$ cat src/core/wpd_cfg.svh
// register offsets, field positions and reset values of the polarity and dead-band slice
`ifndef WPD_CFG_SVH
`define WPD_CFG_SVH

`define WPD_ADDR_W 8
`define WPD_DATA_W 8
`define WPD_OFS_POL 8'h00
`define WPD_OFS_DBR 8'h01

`define WPD_BIT_INV_A 0
`define WPD_BIT_INV_B 1
`define WPD_BIT_INV_C 2
`define WPD_BIT_INV_D 3
`define WPD_BIT_IN 5
`define WPD_INV_LO 0
`define WPD_INV_HI 3
`define WPD_NUM_OUT 4

`define WPD_DBR_LO 0
`define WPD_DBR_HI 5
`define WPD_DBR_W 6

`define WPD_INV_RST 4'h0
`define WPD_BYTE_ZERO 8'h00
`define WPD_SYNC_RST 2'h0

`endif

$ cat src/core/wpd_pkg.sv
// types shared by the polarity and dead-band slice
`default_nettype none
package wpd_pkg;
  // shutdown override code for one output pair
  typedef enum logic [1:0] {
    WPD_LS_INACTIVE = 2'h0,
    WPD_LS_HIZ = 2'h1,
    WPD_LS_LOW = 2'h2,
    WPD_LS_HIGH = 2'h3
  } wpd_ls_t;
  typedef logic [7:0] wpd_byte_t;
endpackage : wpd_pkg
`default_nettype wire

$ cat src/core/wpd_out_cell.sv
// one output lane: polarity and shutdown override, combinational
`default_nettype none
module wpd_out_cell (
  input wire logic raw,
  input wire logic invert,
  input wire logic shutdown,
  input wire wpd_pkg::wpd_ls_t ls,
  output logic pin_d,
  output logic pin_oe_n_d
);
  always_comb begin
    pin_d = raw ^ invert;
    pin_oe_n_d = 1'b0;
    if (shutdown) begin
      case (ls)
        wpd_pkg::WPD_LS_HIGH: begin
          pin_d = 1'b1;
        end
        wpd_pkg::WPD_LS_LOW: begin
          pin_d = 1'b0;
        end
        wpd_pkg::WPD_LS_HIZ: begin
          pin_d = 1'b0;
          pin_oe_n_d = 1'b1;
        end
        default: begin
          // inactive level, polarity included
          pin_d = invert;
        end
      endcase
    end
  end
endmodule : wpd_out_cell
`default_nettype wire

$ cat src/core/wpd_top.sv
// polarity control and rising dead-band configuration slice of a waveform generator
`default_nettype none
`include "wpd_cfg.svh"
module wpd_top (
  input wire logic clk_sys,
  input wire logic nrst,
  input wire logic [`WPD_ADDR_W-1:0] reg_addr,
  input wire logic [`WPD_DATA_W-1:0] reg_wdata,
  input wire logic reg_wr,
  input wire logic reg_rd,
  output logic [`WPD_DATA_W-1:0] reg_rdata,
  input wire logic gen_in_pin,
  input wire logic wave_raw_a,
  input wire logic wave_raw_b,
  input wire logic wave_raw_c,
  input wire logic wave_raw_d,
  input wire logic shutdown_active,
  input wire wpd_pkg::wpd_ls_t shutdown_level_ac,
  input wire wpd_pkg::wpd_ls_t shutdown_level_bd,
  output logic wave_out_a,
  output logic wave_out_b,
  output logic wave_out_c,
  output logic wave_out_d,
  output logic wave_oe_n_a,
  output logic wave_oe_n_b,
  output logic wave_oe_n_c,
  output logic wave_oe_n_d,
  output logic [`WPD_DBR_W-1:0] rise_deadband_value
);

  // register decode
  logic hit_pol;
  logic hit_dbr;

  always_comb begin
    hit_pol = 1'b0;
    hit_dbr = 1'b0;
    case (reg_addr)
      `WPD_OFS_POL: begin
        hit_pol = 1'b1;
      end
      `WPD_OFS_DBR: begin
        hit_dbr = 1'b1;
      end
      default: begin
        // unmapped addresses hit nothing
        hit_pol = 1'b0;
      end
    endcase
  end

  // strobes qualified by address
  logic wr_pol;
  logic wr_dbr;
  logic rd_pol;
  logic rd_dbr;
  assign wr_pol = reg_wr && hit_pol;
  assign wr_dbr = reg_wr && hit_dbr;
  assign rd_pol = reg_rd && hit_pol;
  assign rd_dbr = reg_rd && hit_dbr;

  // input level synchroniser
  logic [1:0] in_sync_d;
  logic [1:0] in_sync_q;
  logic in_level;

  always_comb begin
    in_sync_d = {in_sync_q[0], gen_in_pin};
  end

  always_ff @(posedge clk_sys or negedge nrst) begin
    if (!nrst) begin
      in_sync_q <= `WPD_SYNC_RST;
    end else begin
      in_sync_q <= in_sync_d;
    end
  end

  assign in_level = in_sync_q[1];

  // polarity controls, cleared by every reset
  logic [`WPD_NUM_OUT-1:0] inv_d;
  logic [`WPD_NUM_OUT-1:0] inv_q;

  always_comb begin
    inv_d = inv_q;
    if (wr_pol) begin
      inv_d = reg_wdata[`WPD_INV_HI:`WPD_INV_LO];
    end
  end

  always_ff @(posedge clk_sys or negedge nrst) begin
    if (!nrst) begin
      inv_q <= `WPD_INV_RST;
    end else begin
      inv_q <= inv_d;
    end
  end

  // rising dead-band value: no reset, so it survives every reset
  logic [`WPD_DBR_W-1:0] dbr_d;
  logic [`WPD_DBR_W-1:0] dbr_q;

  always_comb begin
    dbr_d = dbr_q;
    if (wr_dbr) begin
      dbr_d = reg_wdata[`WPD_DBR_HI:`WPD_DBR_LO];
    end
  end

  always_ff @(posedge clk_sys) begin
    dbr_q <= dbr_d;
  end

  assign rise_deadband_value = dbr_q;

  // read data, one cycle after the strobe, zero otherwise
  wpd_pkg::wpd_byte_t rdata_d;
  wpd_pkg::wpd_byte_t rdata_q;

  // register read views, unimplemented bits held at zero
  wpd_pkg::wpd_byte_t pol_view;
  wpd_pkg::wpd_byte_t dbr_view;

  always_comb begin
    pol_view = `WPD_BYTE_ZERO;
    pol_view[`WPD_INV_HI:`WPD_INV_LO] = inv_q;
    pol_view[`WPD_BIT_IN] = in_level;
    dbr_view = `WPD_BYTE_ZERO;
    dbr_view[`WPD_DBR_HI:`WPD_DBR_LO] = dbr_q;
  end

  always_comb begin
    rdata_d = `WPD_BYTE_ZERO;
    if (rd_pol) begin
      rdata_d = pol_view;
    end else if (rd_dbr) begin
      rdata_d = dbr_view;
    end
  end

  always_ff @(posedge clk_sys or negedge nrst) begin
    if (!nrst) begin
      rdata_q <= `WPD_BYTE_ZERO;
    end else begin
      rdata_q <= rdata_d;
    end
  end

  assign reg_rdata = rdata_q;

  // output lanes
  logic [`WPD_NUM_OUT-1:0] raw_vec;
  wpd_pkg::wpd_ls_t ls_vec [`WPD_NUM_OUT];
  logic [`WPD_NUM_OUT-1:0] pin_d;
  logic [`WPD_NUM_OUT-1:0] pin_q;
  logic [`WPD_NUM_OUT-1:0] oe_n_d;
  logic [`WPD_NUM_OUT-1:0] oe_n_q;

  assign raw_vec[`WPD_BIT_INV_A] = wave_raw_a;
  assign raw_vec[`WPD_BIT_INV_B] = wave_raw_b;
  assign raw_vec[`WPD_BIT_INV_C] = wave_raw_c;
  assign raw_vec[`WPD_BIT_INV_D] = wave_raw_d;
  assign ls_vec[`WPD_BIT_INV_A] = shutdown_level_ac;
  assign ls_vec[`WPD_BIT_INV_C] = shutdown_level_ac;
  assign ls_vec[`WPD_BIT_INV_B] = shutdown_level_bd;
  assign ls_vec[`WPD_BIT_INV_D] = shutdown_level_bd;

  // lanes a and b
  wpd_out_cell u_lane_a (
    .raw(raw_vec[`WPD_BIT_INV_A]),
    .invert(inv_q[`WPD_BIT_INV_A]),
    .shutdown(shutdown_active),
    .ls(ls_vec[`WPD_BIT_INV_A]),
    .pin_d(pin_d[`WPD_BIT_INV_A]),
    .pin_oe_n_d(oe_n_d[`WPD_BIT_INV_A])
  );

  wpd_out_cell u_lane_b (
    .raw(raw_vec[`WPD_BIT_INV_B]),
    .invert(inv_q[`WPD_BIT_INV_B]),
    .shutdown(shutdown_active),
    .ls(ls_vec[`WPD_BIT_INV_B]),
    .pin_d(pin_d[`WPD_BIT_INV_B]),
    .pin_oe_n_d(oe_n_d[`WPD_BIT_INV_B])
  );

  // lanes c and d
  wpd_out_cell u_lane_c (
    .raw(raw_vec[`WPD_BIT_INV_C]),
    .invert(inv_q[`WPD_BIT_INV_C]),
    .shutdown(shutdown_active),
    .ls(ls_vec[`WPD_BIT_INV_C]),
    .pin_d(pin_d[`WPD_BIT_INV_C]),
    .pin_oe_n_d(oe_n_d[`WPD_BIT_INV_C])
  );

  wpd_out_cell u_lane_d (
    .raw(raw_vec[`WPD_BIT_INV_D]),
    .invert(inv_q[`WPD_BIT_INV_D]),
    .shutdown(shutdown_active),
    .ls(ls_vec[`WPD_BIT_INV_D]),
    .pin_d(pin_d[`WPD_BIT_INV_D]),
    .pin_oe_n_d(oe_n_d[`WPD_BIT_INV_D])
  );

  // pins driven from flip-flops; released (oe_n high) during reset
  always_ff @(posedge clk_sys or negedge nrst) begin
    if (!nrst) begin
      pin_q <= `WPD_INV_RST;
      oe_n_q <= ~`WPD_INV_RST;
    end else begin
      pin_q <= pin_d;
      oe_n_q <= oe_n_d;
    end
  end

  assign wave_out_a = pin_q[`WPD_BIT_INV_A];
  assign wave_out_b = pin_q[`WPD_BIT_INV_B];
  assign wave_out_c = pin_q[`WPD_BIT_INV_C];
  assign wave_out_d = pin_q[`WPD_BIT_INV_D];
  assign wave_oe_n_a = oe_n_q[`WPD_BIT_INV_A];
  assign wave_oe_n_b = oe_n_q[`WPD_BIT_INV_B];
  assign wave_oe_n_c = oe_n_q[`WPD_BIT_INV_C];
  assign wave_oe_n_d = oe_n_q[`WPD_BIT_INV_D];

endmodule : wpd_top
`default_nettype wire

$ cat config.mk
export PLATFORM = sky130hd
export DESIGN_NAME = wpd_top
export DESIGN_NICKNAME = d
export VERILOG_FILES = /design/src/core/wpd_pkg.sv /design/src/core/wpd_out_cell.sv /design/src/core/wpd_top.sv
export VERILOG_INCLUDE_DIRS = /design/src /design/src/core
export SDC_FILE = /design/constraint.sdc
export NUM_CORES = 1
export LEC_CHECK = 0
export BUFFER_PORTS_ARGS = -buffer_cell sky130_fd_sc_hd__buf_2
export CAP_MARGIN = 5
export CORE_ASPECT_RATIO = 0.8
export CORE_UTILIZATION = 30
export CTS_BUF_LIST = sky130_fd_sc_hd__clkbuf_16
export DETAILED_ROUTE_END_ITERATION = 6
export PLACE_DENSITY_LB_ADDON = 0.2
export REMOVE_ABC_BUFFERS = 1
export SYNTH_ARGS = -nofsm -noshare
export SYNTH_HDL_FRONTEND = slang
export SYNTH_SLANG_ARGS = --single-unit
$ cat constraint.sdc
create_clock -name clk_sys -period 0.87 [get_ports clk_sys]
set_input_delay 0.1305 -clock clk_sys [delete_from_list [all_inputs] [get_ports clk_sys]]
set_output_delay 0.1305 -clock clk_sys [all_outputs]
set_load 0.01 [all_outputs]
==> metrics.md <==
| Metric | Value |
|---|---|
| Layout fillers | `297` |
| Setup_tns | `-1983 ps` |
| Worst-path clk slew | `60 ps` |
| PortBufs | `47` |
| Post-synth EDFFs | `6` |
| Largest net degree at the start of global routing | `19` |
| Critical Path RT | `740 ps` |
| Post-layout util | `47.58%` |
| Max Slew Vio Count | `0` |
| DRC Markers | `0` |
| Tot Pwr | `2474 uW` |
| Initial drt markers | `25` |
| CP Class | `flip-flop to output pin` |
| Max rail drop VDD | `0.7003 mV` |
| Area grow syn2layout | `50.57%` |
| Placed cell area | `1299 um^2` |
| Buf/Inv on CP | `1` |
| Sequential share of the synthesized area | `64.46%` |
| TritonCTS clock tree | `built` |
| Clock buffer count from CTS | `3` |
| Post-Syn Area | `982.2 um^2` |
| Most frequent cell after synthesis | `dfrtp_1` |
| Vias in the first global route | `759` |
| Family with the most delay on the worst path | `flip-flops` |
| Via density | `4.634` |
| Die area | `3508 um^2` |
| Ys flop type | `dfrtp_1` |
| Hold WC Path Type | `input port to flip-flop` |
| GRT Residual Overflow | `0` |
| Dpl hpwl | `1603 um` |
| First-pass GRT wire length | `3408 um` |
| Post-synthesis cell count | `72` |
| Crit-path cells | `buf_6` |
| Routed vias | `797` |
| Min Tclk post-route | `1034 ps` |
| Final hold vios | `0` |
| Die width | `65.97 um` |
| WL/cell | `13.28 um` |
| Core ar. | `3108 um^2` |
| Row Count | `18` |
| Final Skew | `1.605 ps` |
| Max Root-Sink Buffers | `2` |
| Share of layout cells above drive strength 1 | `58.33%` |
| Synth top area share | `40.76%` |
| # IOs | `52` |
| Routability Congestion | `0.6932` |
| Syn Area/Cell | `13.64 um^2` |
| Leak | `0.0007598 uW` |
| Final setup viols | `29` |
| Diode count | `0` |
| Root Buffer | `clkbuf_16` |
| Setup crit end kind | `output pin` |
| Commonest cells in the synthesized netlist | `dfrtp_1, nor2_1, edfxtp_1` |
| Multi-input logic area | `342.8 um^2` |
| RSZ-0062 raised after global routing | `yes` |
| Num Clock Sinks | `24` |
| Critical path data arrival time | `900 ps` |
| Router iterations before antenna repair | `4` |
| Global Route Usage Sum | `13.60%` |
| Fin area | `1479 um^2` |
| Unique masters post-synth | `22` |
| Final period utilization | `118.8%` |
| Layout net count | `163` |
| Skew-Pair Late Insertion Delay | `260 ps` |
| Max Cap Violations | `0` |
| Crit start category | `flip-flop` |
| Cell taking the most area after synthesis | `dfrtp_1` |
| Failing checks | `setup timing` |
| Slowest stage cell, crit path | `dfstp_2` |
| Status | `finished, violations left` |
| Post-synth ARST share | `75.00%` |
| H-Tree Depth | `1` |
| Fmax | `0.9675 GHz` |
| Initial Util | `31.60%` |
| Synth Warn # | `0` |
| Die extent in y | `53.18 um` |
| Routed Antenna Nets | `0` |
| Antenna violations before repair | `0` |
| Worst setup margin | `-163.6 ps` |
| Top cells by area, synth | `dfrtp_1, edfxtp_1, dfstp_2, mux2i_1, mux2_2` |
| Largest stage delay on the critical path | `550 ps` |
| PwrDens | `1673 nW/um^2` |
| Total Wirelength | `2285 um` |
| #FFs+latches synth | `24` |
| Crit-path max FO | `2` |
| FF/Latch Area | `633.1 um^2` |
==> path summary, 6_finish.rpt <==
| check | from | endpoint | slack [ps] | cells past startpoint |
|---|---|---|---|---|
| max | oe_n_q[2]$_DFF_PN1_ | wave_oe_n_a | -160 | 1 |
| min | shutdown_level_ac[1] | oe_n_q[2]$_DFF_PN1_ | 6 | 2 |
| max reg2reg | rise_deadband_value[2]$_DFFE_PP_ | reg_rdata[2]$_DFF_PN0_ | -20 | 3 |
| min reg2reg | in_sync_q[0]$_DFF_PN0_ | in_sync_q[1]$_DFF_PN0_ | 350 | 0 |
| max in group asynchronous | nrst | oe_n_q[2]$_DFF_PN1_ | 210 | 2 |
| min in group asynchronous | nrst | inv_q[3]$_DFFE_PN0P_ | 340 | 2 |
==> per-layer routing <==
metal / share of wire [%] / up-vias / GRT usage (%)
met5: 0 / - / 0
met4: 1.1 / 0 / 3.191
met3: 6.3 / 6 / 5.603
met2: 53 / 31 / 24.15
met1: 40 / 390 / 15.21
li1: - / 370 / -
==> final cells by class <==
| class | count | area share, % |
|---|---|---|
| Sequential cell | 24 | 42.81 |
| Timing Repair Buffer | 61 | 25.30 |
| Clock buffer | 3 | 5.076 |
| Multi-Input combinational cell | 43 | 23.18 |
| Clock inverter | 1 | 0.2538 |
| Tap cell | 40 | 3.384 |
==> through the flow <==
step                      hold slack [ps]  instances  setup slack, ps
after floorplan                    -165.1         67           -324.1
after global placement              93.16        163           -459.2
after detailed placement            97.56        163           -486.7
after CTS                           8.200        171           -158.3
after global routing                9.084        172           -186.5
final                               5.675        172           -163.6
==> kinds of logic after synthesis <==
group,after synthesis,synth area share [%]
flip-flops,24,64.46
AND/OR/NAND/NOR,24,15.41
multiplexers,9,9.681
AO/OA/AOI/OAI,8,5.988
buffers and inverters,6,4.077
other,1,0.3818
==> cell usage in the layout (no fill, tap or decap) <==
| cell | n |
|---|---|
| buf_2 | 43 |
| and3_1 | 2 |
| or3b_2 | 2 |
| nand2_1 | 2 |
| clkbuf_16 | 3 |
| buf_4 | 11 |
| nor4_4 | 1 |
| mux2i_1 | 5 |
| o21ai_0 | 4 |
| and2_4 | 1 |
| nor2_1 | 10 |
| nor3b_2 | 1 |
| and4_1 | 1 |
| edfxtp_1 | 6 |
| mux2_2 | 4 |
| dlygate4sd3_1 | 2 |
| nand4b_4 | 1 |
| clkinv_1 | 1 |
| buf_6 | 5 |
| and3_4 | 1 |
| dfrtp_1 | 16 |
| nor3_2 | 1 |
| a211o_1 | 1 |
| nand3_2 | 1 |
| dfstp_2 | 2 |
| a221o_1 | 3 |
| conb_1 | 2 |
==> timing repair <==
item | 4_1_cts | 5_1_grt
setup buffers | 2 | 1
pin swaps | 4 | 3
hold endpoints to repair | 17 | 0
cloned | 0 | 0
hold buffers | 2 | 0
setup endpoints to repair | 31 | 38
resized for setup | 6 | 6
==> power by group <==
part	internal, uW	total [uW]	leakage, uW	switching (uW)
Combinational	144	267	0.000434	123
Sequential	1190	1210	0.000287	16.4
Clock	614	1000	0.0000385	387
Total	1950	2470	0.000760	526
==> flip-flops by register name, indices dropped and copies added, names as in the netlist <==
signal / cells
in_sync_q: 2
oe_n_q: 2
reg_rdata: 6
inv_q: 4
rise_deadband_value: 6
pin_q: 4
(Power assumes the default switching activity.)
